## config.mk

```make
export PLATFORM = sky130hd
export DESIGN_NAME = serial_regs
export DESIGN_NICKNAME = d
export VERILOG_FILES = /design/src/serial_pkg.sv /design/src/serial_regs.sv
export SDC_FILE = /design/constraint.sdc
export NUM_CORES = 1
export LEC_CHECK = 0
export BUFFER_PORTS_ARGS = -buffer_cell sky130_fd_sc_hd__buf_2
export CORE_UTILIZATION = 28
export DETAILED_ROUTE_END_ITERATION = 16
export GPL_TIMING_DRIVEN = 0
export PLACE_DENSITY_LB_ADDON = 0.08
export SYNTH_ARGS = -nofsm -noshare
export SYNTH_HDL_FRONTEND = slang
export SYNTH_SLANG_ARGS = --single-unit
```

## constraint.sdc

```tcl
create_clock -name aclk -period 2.61 [get_ports aclk]
set_clock_uncertainty 0.05 [all_clocks]
set_input_delay 0.1305 -clock aclk [delete_from_list [all_inputs] [get_ports aclk]]
set_output_delay 0.1305 -clock aclk [all_outputs]
set_load 0.03 [all_outputs]
```

## src/serial_pkg.sv

```systemverilog
// Constants, register map and carrier types for the serial port register block.
//
// How it works
// - Timer source selected: the divisor is ignored for bit timing.
// - Power-down entry halts the port but keeps the baud divisor.
// - Status: parity, framing, overrun at 7..5, bit 4 zero, busy/full at 3..0.
// - Transmit full sets on a buffer write, clears after the transmit request.
// - Receive busy reads one only while a frame is being received.
// - Transmit busy reads one only while a frame is being sent.
// - Receive full reads one while the receive buffer holds a byte.
// - Power-down entry clears every status bit and stops the port.
// - Receive buffer is undefined after power-down; software reads it first.
// - Transmit buffer need not survive power-down.
// - Receive and transmit buffers share one address: read receives, write transmits.
// - Clock gate enable low keeps the port inert; high restores it.
// - Clock gate enable resets to zero; software sets it before first use.
// - A write to a locked control bit silently keeps the old value.
// - Transmit stop length changes only with transmit enable and busy both zero.
// - Parity bits change only with all enables and busy flags zero.
// - Infrared output select changes only with transmit enable and busy zero.
// - Noise time and receive stop length change only with receive side idle.
// - Power-down entry clears both enables; other control bits hold.
package serial_pkg;

  localparam int ADDR_W = 14;

  // Register indices; the byte address is four times the index.
  localparam logic [11:0] IDX_CONTROL_ONE = 12'h01A;
  localparam logic [11:0] IDX_CONTROL_TWO = 12'h01B;
  localparam logic [11:0] IDX_BAUD_DIVISOR = 12'h01C;
  localparam logic [11:0] IDX_SERIAL_STATUS = 12'h01D;
  localparam logic [11:0] IDX_DATA_BYTE = 12'h01E;
  localparam logic [11:0] IDX_POWER_CONTROL = 12'hF75;

  // Control one fields.
  localparam int C1_TX_EN = 7;
  localparam int C1_RX_EN = 6;
  localparam int C1_STOP_TX = 5;
  localparam int C1_EVEN = 4;
  localparam int C1_PARITY_ADD = 3;
  localparam int C1_IRDA = 2;
  localparam int C1_TIMER_SRC = 1;

  // Control two fields.
  localparam int C2_SAMPLE_LSB = 3;
  localparam int C2_NOISE_LSB = 1;
  localparam int C2_STOP_RX = 0;

  // Status fields.
  localparam int ST_PARITY = 7;
  localparam int ST_FRAMING = 6;
  localparam int ST_OVERRUN = 5;
  localparam int ST_RX_BUSY = 3;
  localparam int ST_RX_FULL = 2;
  localparam int ST_TX_BUSY = 1;
  localparam int ST_TX_FULL = 0;

  localparam int PWR_GATE = 0;

  localparam logic [7:0] RESET_BYTE = 8'h00;
  localparam logic [1:0] RESP_OKAY = 2'h0;
  localparam logic [1:0] RESP_SLVERR = 2'h2;

  // Settings handed to the frame engine.
  typedef struct packed {
    logic tx_en;
    logic rx_en;
    logic stop_tx;
    logic parity_even;
    logic parity_add;
    logic irda_sel;
    logic timer_src;
    logic [2:0] sample_count;
    logic [1:0] noise_time;
    logic stop_rx;
    logic [7:0] divisor;
  } engine_cfg_t;

  // Events and levels reported by the frame engine.
  typedef struct packed {
    logic rx_busy;
    logic tx_busy;
    logic rx_done;
    logic [7:0] rx_byte;
    logic parity_err;
    logic framing_err;
    logic tx_irq;
  } engine_evt_t;

endpackage

```

## src/serial_regs.sv

```systemverilog
// Register block of the serial port: AXI4-Lite slave, status flags, buffers and write protection.
//
// Design decision made here: register access over AXI4-Lite.
`timescale 1ns/1ps
module serial_regs
  import serial_pkg::*;
(
  input wire logic aclk,
  input wire logic aresetn,
  input wire logic [ADDR_W-1:0] s_axi_awaddr,
  input wire logic s_axi_awvalid,
  output logic s_axi_awready,
  input wire logic [31:0] s_axi_wdata,
  input wire logic [3:0] s_axi_wstrb,
  input wire logic s_axi_wvalid,
  output logic s_axi_wready,
  output logic [1:0] s_axi_bresp,
  output logic s_axi_bvalid,
  input wire logic s_axi_bready,
  input wire logic [ADDR_W-1:0] s_axi_araddr,
  input wire logic s_axi_arvalid,
  output logic s_axi_arready,
  output logic [31:0] s_axi_rdata,
  output logic [1:0] s_axi_rresp,
  output logic s_axi_rvalid,
  input wire logic s_axi_rready,
  input wire logic power_down_entry,
  input wire engine_evt_t engine_evt,
  output engine_cfg_t engine_cfg,
  output logic clock_gate_enable,
  output logic [7:0] transmit_byte,
  output logic transmit_pending
);

  logic aw_held_reg;
  logic w_held_reg;
  logic [11:0] aw_idx_reg;
  logic [7:0] w_byte_reg;
  logic w_lane_reg;
  logic [7:0] control_one_reg;
  logic [5:0] control_two_reg;
  logic [7:0] baud_divisor_reg;
  logic [7:0] divisor_used_reg;
  logic gate_reg;
  logic [7:0] receive_byte_reg;
  logic [7:0] transmit_byte_reg;
  logic parity_error_flag_reg;
  logic framing_error_flag_reg;
  logic overrun_error_flag_reg;
  logic rx_busy_reg;
  logic receive_full_flag_reg;
  logic tx_busy_reg;
  logic transmit_full_flag_reg;
  logic write_go;
  logic [11:0] ar_idx;
  logic read_go;
  logic rx_read;
  logic tx_write;
  logic tx_lock;
  logic rx_lock;
  logic rx_done;
  logic [7:0] status_byte;
  logic [7:0] read_byte;
  logic read_hit;
  logic write_hit;

  assign write_go = aw_held_reg && w_held_reg && !s_axi_bvalid;
  assign ar_idx = s_axi_araddr[ADDR_W-1:2];
  assign read_go = s_axi_arvalid && s_axi_arready;
  assign rx_read = read_go && (ar_idx == IDX_DATA_BYTE);
  assign tx_write = write_go && w_lane_reg && (aw_idx_reg == IDX_DATA_BYTE);
  assign tx_lock = control_one_reg[C1_TX_EN] || tx_busy_reg;
  assign rx_lock = control_one_reg[C1_RX_EN] || rx_busy_reg;
  // Engine events count only while the port has its clock.
  assign rx_done = gate_reg && engine_evt.rx_done;

  always_comb
  begin
    status_byte = {parity_error_flag_reg, framing_error_flag_reg, overrun_error_flag_reg, 1'b0,
                   rx_busy_reg, receive_full_flag_reg, tx_busy_reg, transmit_full_flag_reg};
    read_hit = 1'b1;
    case (ar_idx)
      IDX_CONTROL_ONE: read_byte = {control_one_reg[7:1], 1'b0};
      IDX_CONTROL_TWO: read_byte = {2'h0, control_two_reg};
      IDX_BAUD_DIVISOR: read_byte = baud_divisor_reg;
      IDX_SERIAL_STATUS: read_byte = status_byte;
      IDX_DATA_BYTE: read_byte = receive_byte_reg;
      IDX_POWER_CONTROL: read_byte = {7'h00, gate_reg};
      default:
      begin
        read_byte = 8'h00;
        read_hit = 1'b0;
      end
    endcase
    case (aw_idx_reg)
      IDX_CONTROL_ONE, IDX_CONTROL_TWO, IDX_BAUD_DIVISOR,
      IDX_SERIAL_STATUS, IDX_DATA_BYTE, IDX_POWER_CONTROL: write_hit = 1'b1;
      default: write_hit = 1'b0;
    endcase
  end

  // Write address and data are taken in either order and held until the response.
  always_ff @(posedge aclk)
  begin
    if (!aresetn)
    begin
      aw_held_reg <= 1'b0;
      w_held_reg <= 1'b0;
      aw_idx_reg <= 12'h000;
      w_byte_reg <= RESET_BYTE;
      w_lane_reg <= 1'b0;
      s_axi_awready <= 1'b0;
      s_axi_wready <= 1'b0;
      s_axi_bvalid <= 1'b0;
      s_axi_bresp <= RESP_OKAY;
    end
    else
    begin
      s_axi_awready <= !aw_held_reg && !s_axi_awready;
      s_axi_wready <= !w_held_reg && !s_axi_wready;
      if (s_axi_awvalid && s_axi_awready)
      begin
        aw_held_reg <= 1'b1;
        aw_idx_reg <= s_axi_awaddr[ADDR_W-1:2];
      end
      if (s_axi_wvalid && s_axi_wready)
      begin
        w_held_reg <= 1'b1;
        w_byte_reg <= s_axi_wdata[7:0];
        w_lane_reg <= s_axi_wstrb[0];
      end
      if (write_go)
      begin
        s_axi_bvalid <= 1'b1;
        s_axi_bresp <= write_hit ? RESP_OKAY : RESP_SLVERR;
      end
      else if (s_axi_bvalid && s_axi_bready)
      begin
        s_axi_bvalid <= 1'b0;
        aw_held_reg <= 1'b0;
        w_held_reg <= 1'b0;
      end
    end
  end

  // Reads answer one cycle after the address is taken.
  always_ff @(posedge aclk)
  begin
    if (!aresetn)
    begin
      s_axi_arready <= 1'b0;
      s_axi_rvalid <= 1'b0;
      s_axi_rdata <= 32'h0000_0000;
      s_axi_rresp <= RESP_OKAY;
    end
    else
    begin
      s_axi_arready <= !s_axi_rvalid && !s_axi_arready && !s_axi_arvalid ? 1'b0 : (!s_axi_rvalid && !s_axi_arready);
      if (read_go)
      begin
        s_axi_rvalid <= 1'b1;
        s_axi_rdata <= {24'h000000, read_byte};
        s_axi_rresp <= read_hit ? RESP_OKAY : RESP_SLVERR;
      end
      else if (s_axi_rvalid && s_axi_rready)
      begin
        s_axi_rvalid <= 1'b0;
      end
    end
  end

  // Clock gate enable; its reset value keeps the port inert until software wakes it.
  always_ff @(posedge aclk)
  begin
    if (!aresetn)
    begin
      gate_reg <= 1'b0;
    end
    else if (write_go && w_lane_reg && aw_idx_reg == IDX_POWER_CONTROL)
    begin
      gate_reg <= w_byte_reg[PWR_GATE];
    end
  end

  // Control one: enables writable unless power-down entry is high, frame settings only while idle.
  always_ff @(posedge aclk)
  begin
    if (!aresetn)
    begin
      control_one_reg <= RESET_BYTE;
    end
    else if (power_down_entry)
    begin
      control_one_reg[C1_TX_EN] <= 1'b0;
      control_one_reg[C1_RX_EN] <= 1'b0;
    end
    else if (write_go && w_lane_reg && aw_idx_reg == IDX_CONTROL_ONE)
    begin
      control_one_reg[C1_TX_EN] <= w_byte_reg[C1_TX_EN];
      control_one_reg[C1_RX_EN] <= w_byte_reg[C1_RX_EN];
      if (!tx_lock)
      begin
        control_one_reg[C1_STOP_TX] <= w_byte_reg[C1_STOP_TX];
        control_one_reg[C1_IRDA] <= w_byte_reg[C1_IRDA];
      end
      if (!tx_lock && !rx_lock)
      begin
        control_one_reg[C1_EVEN] <= w_byte_reg[C1_EVEN];
        control_one_reg[C1_PARITY_ADD] <= w_byte_reg[C1_PARITY_ADD];
        control_one_reg[C1_TIMER_SRC] <= w_byte_reg[C1_TIMER_SRC];
      end
    end
  end

  // Control two holds its value across power-down entry.
  always_ff @(posedge aclk)
  begin
    if (!aresetn)
    begin
      control_two_reg <= 6'h00;
    end
    else if (write_go && w_lane_reg && aw_idx_reg == IDX_CONTROL_TWO)
    begin
      if (!tx_lock && !rx_lock)
      begin
        control_two_reg[C2_SAMPLE_LSB +: 3] <= w_byte_reg[C2_SAMPLE_LSB +: 3];
      end
      if (!rx_lock)
      begin
        control_two_reg[C2_NOISE_LSB +: 2] <= w_byte_reg[C2_NOISE_LSB +: 2];
        control_two_reg[C2_STOP_RX] <= w_byte_reg[C2_STOP_RX];
      end
    end
  end

  // Baud divisor is never touched by power-down entry; software keeps enables low while writing.
  always_ff @(posedge aclk)
  begin
    if (!aresetn)
    begin
      baud_divisor_reg <= RESET_BYTE;
      divisor_used_reg <= RESET_BYTE;
    end
    else
    begin
      if (write_go && w_lane_reg && aw_idx_reg == IDX_BAUD_DIVISOR)
      begin
        baud_divisor_reg <= w_byte_reg;
      end
      divisor_used_reg <= control_one_reg[C1_TIMER_SRC] ? RESET_BYTE : baud_divisor_reg;
    end
  end

  // Buffers; their contents are left as they are at power-down since they become undefined.
  always_ff @(posedge aclk)
  begin
    if (!aresetn)
    begin
      receive_byte_reg <= RESET_BYTE;
      transmit_byte_reg <= RESET_BYTE;
    end
    else
    begin
      if (rx_done)
      begin
        receive_byte_reg <= engine_evt.rx_byte;
      end
      if (tx_write)
      begin
        transmit_byte_reg <= w_byte_reg;
      end
    end
  end

  // Status flags: hardware set wins over a clear in the same cycle, power-down wins over all.
  always_ff @(posedge aclk)
  begin
    if (!aresetn || power_down_entry)
    begin
      parity_error_flag_reg <= 1'b0;
      framing_error_flag_reg <= 1'b0;
      overrun_error_flag_reg <= 1'b0;
      rx_busy_reg <= 1'b0;
      receive_full_flag_reg <= 1'b0;
      tx_busy_reg <= 1'b0;
      transmit_full_flag_reg <= 1'b0;
    end
    else
    begin
      rx_busy_reg <= gate_reg && engine_evt.rx_busy;
      tx_busy_reg <= gate_reg && engine_evt.tx_busy;
      if (rx_done)
      begin
        receive_full_flag_reg <= 1'b1;
        parity_error_flag_reg <= engine_evt.parity_err;
        framing_error_flag_reg <= engine_evt.framing_err;
        overrun_error_flag_reg <= receive_full_flag_reg && !rx_read;
      end
      else if (rx_read)
      begin
        receive_full_flag_reg <= 1'b0;
        parity_error_flag_reg <= 1'b0;
        framing_error_flag_reg <= 1'b0;
        overrun_error_flag_reg <= 1'b0;
      end
      if (tx_write)
      begin
        transmit_full_flag_reg <= 1'b1;
      end
      else if (gate_reg && engine_evt.tx_irq)
      begin
        transmit_full_flag_reg <= 1'b0;
      end
    end
  end

  // Engine-facing outputs, all registered.
  always_ff @(posedge aclk)
  begin
    if (!aresetn)
    begin
      engine_cfg <= '0;
      clock_gate_enable <= 1'b0;
      transmit_byte <= RESET_BYTE;
      transmit_pending <= 1'b0;
    end
    else
    begin
      engine_cfg.tx_en <= control_one_reg[C1_TX_EN] && gate_reg;
      engine_cfg.rx_en <= control_one_reg[C1_RX_EN] && gate_reg;
      engine_cfg.stop_tx <= control_one_reg[C1_STOP_TX];
      engine_cfg.parity_even <= control_one_reg[C1_EVEN];
      engine_cfg.parity_add <= control_one_reg[C1_PARITY_ADD];
      engine_cfg.irda_sel <= control_one_reg[C1_IRDA];
      engine_cfg.timer_src <= control_one_reg[C1_TIMER_SRC];
      engine_cfg.sample_count <= control_two_reg[C2_SAMPLE_LSB +: 3];
      engine_cfg.noise_time <= control_two_reg[C2_NOISE_LSB +: 2];
      engine_cfg.stop_rx <= control_two_reg[C2_STOP_RX];
      engine_cfg.divisor <= divisor_used_reg;
      clock_gate_enable <= gate_reg;
      transmit_byte <= transmit_byte_reg;
      transmit_pending <= transmit_full_flag_reg && gate_reg && !power_down_entry;
    end
  end

endmodule

```

==> run metrics <==
Synth Warn # 0; Max Clk Rate about 430 MHz; DRC violations left 0; CP Launch Point aw_idx_reg[8]; Worst VDD drop ~0.45 mV; P_leak around 2.9 nW; Setup-failing EPs final 0; DR iter-0 viols approximately 160; P_int approximately 0.0035 W; Top Ports 158; Max Cap Viol 0; reg-to-reg startpoint aw_idx_reg[8]; highest metal layer with signal wires met4; footprint of the multi-input gates 2000 µm²; core area 16500 µm²; metal1 wirelength about 6.4 mm; library cells used by synthesis 40; Area after DPL between 5000 and 6000 µm²; Gate power share 0.069; gr usage total 0.158; global route overflow 0; DRT antenna net count 0; share of post-route cells with drive strength above 1 0.232; maximum fanout along the worst path 7; met2 WL 6.05 mm; slack of the critical path slightly above 0.3 ns; initial core utilization 0.285; Die ar. roughly 17000 µm²; Switching Share 0.228; Mapped Avg Cell Area a little under 9 µm²; vias in the first global route 3918; synthesized cell area about 4700 µm²; WL met3 roughly 460 µm; largest net degree at the start of global routing 17; Hold Crit Class input port to flop; Post-synth ARST share 0; DR pass1 iterations 4; cell repeated most along the worst path buf_2; crit path kind flop to flop; worst slack at placement -0.120 ns; worst slew pin tran 0.803 ns; critical path's largest stage delay ~0.48 ns; Slew headroom 0.460; Post-Layout Inst Area approximately 6600 µm²; Final Max Slew Viols 0; WL final around 13 mm; H-tree levels 4; CTS buffer count 17; number of synthesized register bits 122; Via density around 4.4; CTS tree done; later-pin clock latency in the skew report ~0.41 ns; clk sinks about 120; Psw 0.00104 W; sequential share of power 0.416; hpwl dp just under 10 mm; Port Buffers between 90 and 100; final hold viol count 0; Root Driver clkbuf_16; Final Cycle Share 0.883; Longest Clk Path Bufs 2; outcome complete, no violations; Critical Path Source Type flop; fin crit period 2.30 ns; area grow syn2layout 39.2%; Clk pwr share 0.514; WP data required roughly 2.9 ns; Fill cells 1709; pwr dens about 700 nW/µm²; Post-synth EDFFs 0; ys flop type dfxtp_1; clock-pin slew on the worst setup and hold paths ~0.060 ns; Critical Path Sink Type flop; antenna cells 0; GPL Wtd Cong ~0.76; slowest cell on the critical path or4b_1; RSZ-0062 raised after global routing false; max reg flops 21; first-pass GRT wire length 20.7 mm; post-synthesis sequential area ratio 0.518; Die Span Y around 130 µm; Avg WL per Cell roughly 14 µm; Cells after Synth approximately 530; Nets around 800; Die Width around 130 µm; Cell Rows 47; Worst EP arrival between 2 and 3 ns; register area ~2400 µm²; Hold Path Origin s_axi_awvalid; initial antenna violation count 0; crit-path cells nor4_4 -> nand4_1 -> or4b_1 -> buf_2 -> or3_1 -> buf_2 -> mux2i_1; via count just over 4000
==> area by class of cell <==
class / count / area share
tap: 220 / 0.0420
buffer: 55 / 0.0469
timing repair buffer: 136 / 0.134
multi-input combinational: 359 / 0.305
clock inverter: 12 / 0.0225
sequential: 122 / 0.373
inverter: 16 / 0.00916
clock buffer: 20 / 0.0681
==> power groups by stage <==
stage	clock network (W)	registers [W]	logic, W
floorplan	0	0.00195	0.000174
global placement	0	0.00195	0.000270
detailed placement	0	0.00195	0.000273
CTS	0.00240	0.00191	0.000317
global route	0.00249	0.00191	0.000345
finish	0.00236	0.00191	0.000317
==> metal layers <==
layer / GRT usage / vias to the layer above
li1: - / 2104
met1: 0.207 / 1917
met2: 0.249 / 94
met3: 0.0336 / 16
met4: 0.0691 / 0
met5: 0 / -
==> cells in the mapped netlist (2+ instances only) <==
cell type	n	area share
nor2_1	7	0.0056
nand2b_1	5	0.0066
inv_1	16	0.013
a22oi_1	8	0.013
nor4_1	4	0.0053
clkbuf_1	25	0.020
mux2_2	7	0.017
nor2b_1	6	0.0080
a21boi_0	33	0.053
nor3b_1	6	0.0096
mux2i_1	8	0.017
nand3b_1	4	0.0064
nand2_1	109	0.087
or4b_1	2	0.0042
or4_1	2	0.0032
buf_4	26	0.041
or3_1	5	0.0066
dfxtp_1	122	0.52
o21a_1	2	0.0032
a22o_1	2	0.0037
and2_1	28	0.037
nor3_1	2	0.0021
buf_2	3	0.0032
o31ai_1	3	0.0048
nand4_1	4	0.0053
nand3_1	24	0.025
and3_1	3	0.0040
a31oi_1	4	0.0053
a21oi_1	9	0.0096
o21ai_0	37	0.039
nand4b_1	2	0.0037
==> placed cells by master, fill, tap and decap left out, types with 3 or more instances in the layout <==
cell type	netlist	final
nand3_1	24	24
nor3b_1	6	6
buf_2	3	100
clkinv_2	0	5
a21boi_0	33	33
conb_1	1	26
dlygate4sd3_1	0	39
bufinv_16	0	3
and2_1	28	28
nand2b_1	5	5
nand2_1	109	109
dfxtp_1	122	122
buf_4	26	26
or3_1	5	5
o21ai_0	37	37
a31oi_1	4	4
clkbuf_1	25	27
nor2b_1	6	6
a22oi_1	8	8
and3_1	3	3
inv_1	16	16
nand3b_1	4	4
nand4_1	4	4
clkbuf_16	0	17
o31ai_1	3	3
nor2_1	7	7
mux2i_1	8	8
mux2_2	7	7
a21oi_1	9	9
nor4_1	4	3
==> cell families (layout without fill, tap and decap cells) <==
kind of cell / Yosys count / in the layout / synth area share
AO/OA/AOI/OAI: 101 / 101 / 0.137
buffers and inverters: 71 / 239 / 0.0781
flip-flops: 122 / 122 / 0.518
multiplexers: 15 / 15 / 0.0337
other: 1 / 26 / 0.000796
AND/OR/NAND/NOR: 217 / 217 / 0.232
==> worst paths after layout <==
kind | to | cells after the start | slack (ns)
min | aw_idx_reg[4] | 4 | 0.02
max reg2reg | control_two_reg[5] | 7 | 0.31
min reg2reg | engine_cfg[4] | 1 | 0.38
max | control_two_reg[5] | 7 | 0.31
==> through the flow <==
step           setup TNS [ns]  hold slack, ns  power, W   util  instances
2_1_floorplan               0           0.156   0.00213      -        552
3_3_place_gp          -0.0141           0.328   0.00222  0.337        869
3_5_place_dp           -0.727           0.333   0.00222  0.337        869
4_1_cts                     0         0.00489   0.00463  0.397        940
5_1_grt                     0          0.0348   0.00475  0.397        940
6_report                    0          0.0191   0.00459  0.397        940
==> critical path, delay by kind of cell (launching register included) <==
| kind | cells | cell delay, ns |
|---|---|---|
| multiplexers | 1 | 0.11 |
| flip-flops | 1 | 0.35 |
| AND/OR/NAND/NOR | 4 | 1.33 |
| buffers and inverters | 2 | 0.33 |
==> what timing repair did <==
item | 4_1_cts | 5_1_grt
gates resized for setup | 1 | 0
buffers inserted | 0 | 0
endpoints found under the hold margin | 39 | 0
endpoints found under the setup margin | 9 | 0
hold buffers | 39 | 0
Power figures use the tool's default switching activity.
